$ cat config.mk
export PLATFORM = sky130hd
export DESIGN_NAME = scp_port
export DESIGN_NICKNAME = d
export VERILOG_FILES = /design/src/rtl/scp_pkg.sv /design/src/rtl/scp_port.sv /design/src/rtl/scp_regfile.sv
export VERILOG_INCLUDE_DIRS = /design/src /design/src/rtl
export SDC_FILE = /design/constraint.sdc
export NUM_CORES = 2
export LEC_CHECK = 0
export ABC_CLOCK_PERIOD_IN_PS = 4700
export BUFFER_PORTS_ARGS = -buffer_cell sky130_fd_sc_hd__buf_2
export CORE_MARGIN = 2
export CORE_UTILIZATION = 60
export DETAILED_ROUTE_END_ITERATION = 16
export GPL_TIMING_DRIVEN = 0
export PLACE_DENSITY = 0.76
export SYNTH_ARGS = -nofsm -noshare
export SYNTH_HDL_FRONTEND = slang
export SYNTH_HIERARCHICAL = 1
export SYNTH_SLANG_ARGS = --single-unit
export TNS_END_PERCENT = 20
$ cat constraint.sdc
create_clock -name mclk -period 4.7 [get_ports mclk]
set_input_delay 1.175 -clock mclk [delete_from_list [all_inputs] [get_ports mclk]]
set_output_delay 1.175 -clock mclk [all_outputs]
set_load 0.02 [all_outputs]
$ cat src/rtl/scp_cfg.svh
// constants of the serial configuration port
// assumes inclusion by bare name from the rtl files
`ifndef SCP_CFG_SVH
`define SCP_CFG_SVH
// ----------------------------------------------------------------------
// frame layout
// ----------------------------------------------------------------------
`define SCP_INSTR_LAST   5'h07
`define SCP_FRAME_LAST   5'h17
`define SCP_RW_BIT       7
`define SCP_RW_READ      1'b1
// ----------------------------------------------------------------------
// register file
// ----------------------------------------------------------------------
`define SCP_REG_COUNT    128
`define SCP_REG_RESET    16'h0000
`define SCP_CFG_TWO_IDX  7'h02
`define SCP_FOUR_WIRE_BIT 7
`endif

$ cat src/rtl/scp_pkg.sv
// types shared by the serial configuration port files
// assumes scp_cfg.svh holds the numeric constants
package scp_pkg;
  typedef logic [6:0]  scp_addr_t;
  typedef logic [15:0] scp_word_t;
  typedef enum logic [1:0] {
    SCP_IDLE  = 2'h0,
    SCP_INSTR = 2'h1,
    SCP_DATA  = 2'h3,
    SCP_DONE  = 2'h2
  } scp_state_t;
endpackage

$ cat src/rtl/scp_port.sv
// serial configuration port: frame decoder, shifter and pin drivers
// assumes sclk, enable and data pins are asynchronous to mclk and that
// sclk is slow enough (well under mclk/4) for edge finding by sampling
`timescale 1ns/100ps
`include "scp_cfg.svh"
// What this block does
// - three or four wire mode by config bit
// - three wire: data pin both ways
// - four wire: read data on output pin
// - incoming bits sampled on rising serial clock
// - read bits change on falling serial clock
// - first byte is instruction: read or write
// - instruction carries seven bit register address
// - flag at top, address below it
// - data phase is exactly two bytes
// - every mode register readable and writable
// - flag one reads, flag zero writes
// - three wire read keeps output pin released until the final falling edge
// - pins low after read, released at enable
module scp_port (
  // clock and reset
  input  wire logic mclk,
  input  wire logic rst_n,
  // serial link pins
  input  wire logic sclk,
  input  wire logic serial_frame_enable_n,
  input  wire logic sdio_in,
  output logic      sdio_out,
  output logic      sdio_oe,
  output logic      serial_data_out_pin,
  output logic      sdo_oe,
  // mode seen by the rest of the device
  output logic      four_wire_select
);
  import scp_pkg::*;

  // ----------------------------------------------------------------------
  // pin synchronisers
  // ----------------------------------------------------------------------
  logic sclk_s1_q, sclk_s2_q, sclk_s3_q;
  logic en_s1_q, en_s2_q;
  logic sdi_s1_q, sdi_s2_q;

  always_ff @(posedge mclk or negedge rst_n) begin
    if (!rst_n) begin
      sclk_s1_q <= 1'b0;
      sclk_s2_q <= 1'b0;
      sclk_s3_q <= 1'b0;
      en_s1_q   <= 1'b1;
      en_s2_q   <= 1'b1;
      sdi_s1_q  <= 1'b0;
      sdi_s2_q  <= 1'b0;
    end else begin
      sclk_s1_q <= sclk;
      sclk_s2_q <= sclk_s1_q;
      sclk_s3_q <= sclk_s2_q;
      en_s1_q   <= serial_frame_enable_n;
      en_s2_q   <= en_s1_q;
      sdi_s1_q  <= sdio_in;
      sdi_s2_q  <= sdi_s1_q;
    end
  end

  // ----------------------------------------------------------------------
  // decode
  // ----------------------------------------------------------------------
  scp_state_t state_q, state_d;
  logic [4:0] bit_cnt_q;
  scp_word_t  shin_q;
  scp_word_t  shout_q;
  scp_addr_t  addr_q;
  logic       rw_q;
  logic       wr_en_q;
  logic       sdio_out_q, sdio_oe_q, sdo_out_q, sdo_oe_q;
  scp_word_t  rd_data;

  // data and enable share the clock's sync delay, so alignment holds
  wire       sclk_rise = sclk_s2_q & ~sclk_s3_q;
  wire       sclk_fall = ~sclk_s2_q & sclk_s3_q;
  wire       frame_on  = ~en_s2_q;
  wire       in_instr  = (state_q == SCP_IDLE) || (state_q == SCP_INSTR);
  wire       shift_en  = sclk_rise && frame_on && (state_q != SCP_DONE);
  wire [7:0] instr_w   = {shin_q[6:0], sdi_s2_q};
  wire       instr_end = shift_en && in_instr &&
                         (bit_cnt_q == `SCP_INSTR_LAST);
  wire       frame_end = shift_en && (state_q == SCP_DATA) &&
                         (bit_cnt_q == `SCP_FRAME_LAST);
  wire       is_read_w = instr_w[`SCP_RW_BIT] == `SCP_RW_READ;
  wire       rd_phase  = (state_q == SCP_DATA) && rw_q;
  wire       drive_bit = sclk_fall && frame_on && rd_phase;
  wire       drive_low = sclk_fall && frame_on &&
                         (state_q == SCP_DONE) && rw_q;
  wire       wr_go     = frame_end && !rw_q;
  wire       out_bit   = shout_q[15];
  // address taken from the seven bits under the flag
  wire scp_addr_t rd_addr = instr_w[6:0];

  always_comb begin
    state_d = state_q;
    unique case (state_q)
      SCP_IDLE:  if (frame_on) state_d = SCP_INSTR;
      SCP_INSTR: if (instr_end) state_d = SCP_DATA;
      SCP_DATA:  if (frame_end) state_d = SCP_DONE;
      SCP_DONE:  state_d = SCP_DONE;
    endcase
    if (instr_end) begin
      state_d = SCP_DATA;
    end
    // enable released: any frame in flight is dropped
    if (!frame_on) begin
      state_d = SCP_IDLE;
    end
  end

  // ----------------------------------------------------------------------
  // frame state and shifters
  // ----------------------------------------------------------------------
  always_ff @(posedge mclk or negedge rst_n) begin
    if (!rst_n) begin
      state_q   <= SCP_IDLE;
      bit_cnt_q <= 5'h00;
      shin_q    <= 16'h0000;
    end else begin
      state_q   <= state_d;
      if (!frame_on) begin
        bit_cnt_q <= 5'h00;
      end else if (shift_en) begin
        bit_cnt_q <= bit_cnt_q + 5'h01;
        shin_q    <= {shin_q[14:0], sdi_s2_q};
      end
    end
  end

  always_ff @(posedge mclk or negedge rst_n) begin
    if (!rst_n) begin
      rw_q    <= 1'b0;
      addr_q  <= 7'h00;
      shout_q <= 16'h0000;
    end else if (instr_end) begin
      rw_q    <= is_read_w;
      addr_q  <= rd_addr;
      shout_q <= rd_data;
    end else if (drive_bit) begin
      shout_q <= {shout_q[14:0], 1'b0};
    end
  end

  // write lands only after the 24th bit of a complete frame
  always_ff @(posedge mclk or negedge rst_n) begin
    if (!rst_n) begin
      wr_en_q <= 1'b0;
    end else begin
      wr_en_q <= wr_go;
    end
  end

  // ----------------------------------------------------------------------
  // pin drivers
  // ----------------------------------------------------------------------
  always_ff @(posedge mclk or negedge rst_n) begin
    if (!rst_n) begin
      sdio_out_q <= 1'b0;
      sdio_oe_q  <= 1'b0;
      sdo_out_q  <= 1'b0;
      sdo_oe_q   <= 1'b0;
    end else if (!frame_on) begin
      sdio_out_q <= 1'b0;
      sdio_oe_q  <= 1'b0;
      sdo_out_q  <= 1'b0;
      sdo_oe_q   <= 1'b0;
    end else if (drive_bit) begin
      sdio_out_q <= out_bit & ~four_wire_select;
      sdio_oe_q  <= ~four_wire_select;
      sdo_out_q  <= out_bit & four_wire_select;
      sdo_oe_q   <= four_wire_select;
    end else if (drive_low) begin
      sdio_out_q <= 1'b0;
      sdio_oe_q  <= 1'b1;
      sdo_out_q  <= 1'b0;
      sdo_oe_q   <= 1'b1;
    end
  end

  assign sdio_out            = sdio_out_q;
  assign sdio_oe             = sdio_oe_q;
  assign serial_data_out_pin = sdo_out_q;
  assign sdo_oe              = sdo_oe_q;

  // ----------------------------------------------------------------------
  // register storage
  // ----------------------------------------------------------------------
  scp_regfile u_regfile (
    .mclk             (mclk),
    .rst_n            (rst_n),
    .wr_en            (wr_en_q),
    .wr_addr          (addr_q),
    .wr_data          (shin_q),
    .rd_addr          (rd_addr),
    .rd_data          (rd_data),
    .four_wire_select (four_wire_select)
  );
endmodule

$ cat src/rtl/scp_regfile.sv
// mode register storage of the serial configuration port
// assumes one write strobe per frame from the port, same clock
`timescale 1ns/100ps
`include "scp_cfg.svh"
module scp_regfile (
  // clock and reset
  input  wire logic              mclk,
  input  wire logic              rst_n,
  // write side
  input  wire logic              wr_en,
  input  wire scp_pkg::scp_addr_t wr_addr,
  input  wire scp_pkg::scp_word_t wr_data,
  // read side
  input  wire scp_pkg::scp_addr_t rd_addr,
  output scp_pkg::scp_word_t     rd_data,
  // mode bit
  output logic                   four_wire_select
);
  import scp_pkg::*;
  scp_word_t regs_q [`SCP_REG_COUNT];
  // ----------------------------------------------------------------------
  // one word per address, each both writable and readable
  // ----------------------------------------------------------------------
  genvar gi;
  generate
    for (gi = 0; gi < `SCP_REG_COUNT; gi = gi + 1) begin : g_reg
      wire hit = wr_en && (wr_addr == 7'(gi));
      always_ff @(posedge mclk or negedge rst_n) begin
        if (!rst_n) begin
          regs_q[gi] <= `SCP_REG_RESET;
        end else if (hit) begin
          regs_q[gi] <= wr_data;
        end
      end
    end
  endgenerate
  assign rd_data = regs_q[rd_addr];
  // wire mode comes straight from the second config word
  assign four_wire_select =
    regs_q[`SCP_CFG_TWO_IDX][`SCP_FOUR_WIRE_BIT];
endmodule

==> metrics.txt <==
post-CTS setup buffer count=0; synth warn=6; most frequent cells in the layout=2105 x dfrtp_1, 2081 x mux2_2, 672 x mux4_2; Slew Limit Headroom=5.40%; # port buffers=9; GRT Util Overall=37.2%; Final Skew=0.0600 ns; failing checks=setup timing; area of the die=161000 sq um; Gate power share=14.7%; commonest non-fill, non-tap cell in the layout=dfrtp_1; Pwr Density=399 nW/um^2; CP Data Required Time=5.45 ns; flops & latches, synth=2107; final hold vios=0; DRT antenna net count=0; routability cong.=1.01; Synth-to-Final Area Change=11.0%; RSZ-0062 raised after global routing=false; CTS tree=done; worst hold path type=in -> async; slowest CP cell=clkbuf_1; Power Internal=29.7 mW; number of global-route vias before repair=58100; synth top area cells=dfrtp_1 55%, mux2_2 25%, mux4_2 16%; CTS Buffer Depth=3; top sig layer=met5; crit end category=flop; met3 WL=27.4 mm; NetSw=12.4 mW; dpl hpwl=217 mm; Metal-1 WL=115 mm; first-pass GRT wire length=425 mm; period utilization=101%; core area=157000 sq um; clk root buf=clkbuf_16; Overall Power=42.0 mW; initial antenna violation count=35; clock period minus worst slack=4.75 ns; cts hold-fix bufs=0; Mapped Cells=5678; DR WL/cell=36.2 microns; Overflow after GRT=0; ys async rst share=100%; CP Max Fanout=10; Inserted Clock Buffers=211; Starting DRT DRC Count=6589; Sw Ratio=29.4%; share of cells above drive strength 1=52.9%; largest net degree at the start of global routing=184; Synth area leader=dfrtp_1; Avg Cell Area, Syn=16.7 sq um; die width=402 microns; LEAKAGE=50.2 nW; critical path class=reg -> reg; die height=402 microns; ys flop type=dfrtp_1; fillers=10600; WP data arrival=5.49 ns; Rows=145; Max Slew Vio Count=0; clock power share=41.9%; sequential-to-total area share from yosys stat=55.5%; 1st-pass router iterations=6; CTS sink count=2107; Setup violations, final=3; vias per std cell=6.90; worst skew pair latency=0.86 ns; DRC viols=0; top cell type's share of synthesized area=55.5%; Syn Nets=5684; H-tree lvl count=4; slowest cell delay on critical path=0.94 ns; Synth cell types=43; Final #Nets=5920; Sequential Power Share=43.5%; fmax=211 MHz; CP cell instances=clkbuf_2 > clkbuf_2 > clkbuf_1 > mux4_2 > mux4_2 > mux4_2 > mux2_2 > nand2_1 > o21ai_1; Ports=10; Critical Path Source Type=flop; register clock-pin slew on the reported worst setup and hold paths=0.06 ns; max-cap viol count=0; setup slack after layout=-0.0451 ns; WHS=0.248 ns; most frequent CP cell=mux4_2; mapped cell area=94900 sq um; Initial Util=60.6%; via count=56200; Post-synth EDFFs=0; Worst Tran Pin Value=1.41 ns; routed wl met2=137 mm; final wirelength=295 mm; Max rail drop VDD=0.000425 V; status=finished with violations
[path summary, 6_finish.rpt]
path	startpoint	endpoint	slack, ns	cells after the start
max in group asynchronous	rst_n	u_regfile/regs_q[1035]	0.62	6
hold / removal	rst_n	u_regfile/regs_q[1906]	0.25	1
hold reg to reg	sclk_s1_q	sclk_s2_q	0.36	0
setup / recovery	shin_q[1]	shout_q[13]	-0.05	9
setup reg to reg	shin_q[1]	shout_q[13]	-0.05	9
min in group mclk	sclk_s1_q	sclk_s2_q	0.36	0
[critical path: cells and delay by family, from the launching register on]
kind / cells / cell delay (ns)
simple gates: 1 / 0.06
flops: 1 / 0.47
compound gates: 1 / 0.06
mux: 4 / 1.81
buf+inv: 3 / 2.18
[sequential cells by signal, summed over array words and instances, names as in the netlist, 2 cells and up]
register and cells:
bit_cnt_q 5, shout_q 16, state_q 2, addr_q 7
shin_q 16, u_regfile/regs_q 2047
[per-layer routing]
layer	up-vias	global-route usage (%)
li1	21700	-
met1	31200	51.1
met2	2702	57.1
met3	658	9.25
met4	22	16.7
met5	-	0
[logic make-up after synthesis]
family,Yosys count,share of synthesized area (%)
flip-flops,2107,55.5
AO/OA/AOI/OAI,25,0.134
AND/OR/NAND/NOR,222,1.08
buffers and inverters,544,2.31
multiplexers,2775,40.9
adder cells (fa/ha/maj),1,0.0132
XOR/XNOR,4,0.0369
[power groups by stage]
stage | registers [mW] | logic (mW) | clock network [mW]
after floorplan | 18.6 | 2.65 | 0
final | 18.3 | 6.16 | 17.6
after global placement | 18.6 | 5.87 | 0
after detailed placement | 18.6 | 5.98 | 0
after global routing | 18.3 | 6.21 | 18.6
after CTS | 18.3 | 6.00 | 17.8
[per-stage QoR]
step                      utilization [%]  instance area, sq um  instances  setup WS [ns]  TNS, ns
after CTS                            67.2                105000       8148       0.000257        0
after global routing                 67.2                105000       8149         0.0193        0
after global placement               62.2                 97600       7745         -43.04        -
after floorplan                         -                 94900       5678           1.70        0
final                                67.2                105000       8152        -0.0451  -0.0924
after detailed placement             62.5                 98000       7759         -0.955   -69.27
[synth_stat cells (3+ instances only)]
cell type / number
dfrtp_1: 2105
mux2_2: 2081
mux4_2: 672
clkbuf_1: 458
nor2_1: 90
nand2_1: 77
buf_2: 49
buf_1: 21
mux2i_1: 15
o21ai_1: 10
o21ai_0: 9
buf_6: 8
mux2_4: 7
nand3_1: 7
and2_1: 6
nand4_1: 6
nand2b_1: 5
nor3_1: 5
a21oi_1: 4
and3_1: 4
and3b_1: 4
xor2_1: 4
buf_4: 3
[final cells by class]
class / instances / area (sq um) / share of cell area, %
diodes: 4 / 10.0 / 0.00950
plain buffers: 542 / 2230 / 2.11
clock buffers: 328 / 6360 / 6.04
clock inverters: 61 / 983 / 0.933
inverters: 2 / 7.51 / 0.00713
multi-input cells: 3027 / 40000 / 38.0
flip-flops and latches: 2107 / 52700 / 50.0
well taps: 2058 / 2570 / 2.44
repair buffers: 23 / 429 / 0.407
[what timing repair did]
item | 4_1_cts | 5_1_grt
gates cloned | 0 | 0
resized for setup | 15 | 12
setup endpoints to repair | 16 | 11
Power figures use the tool's default switching activity.
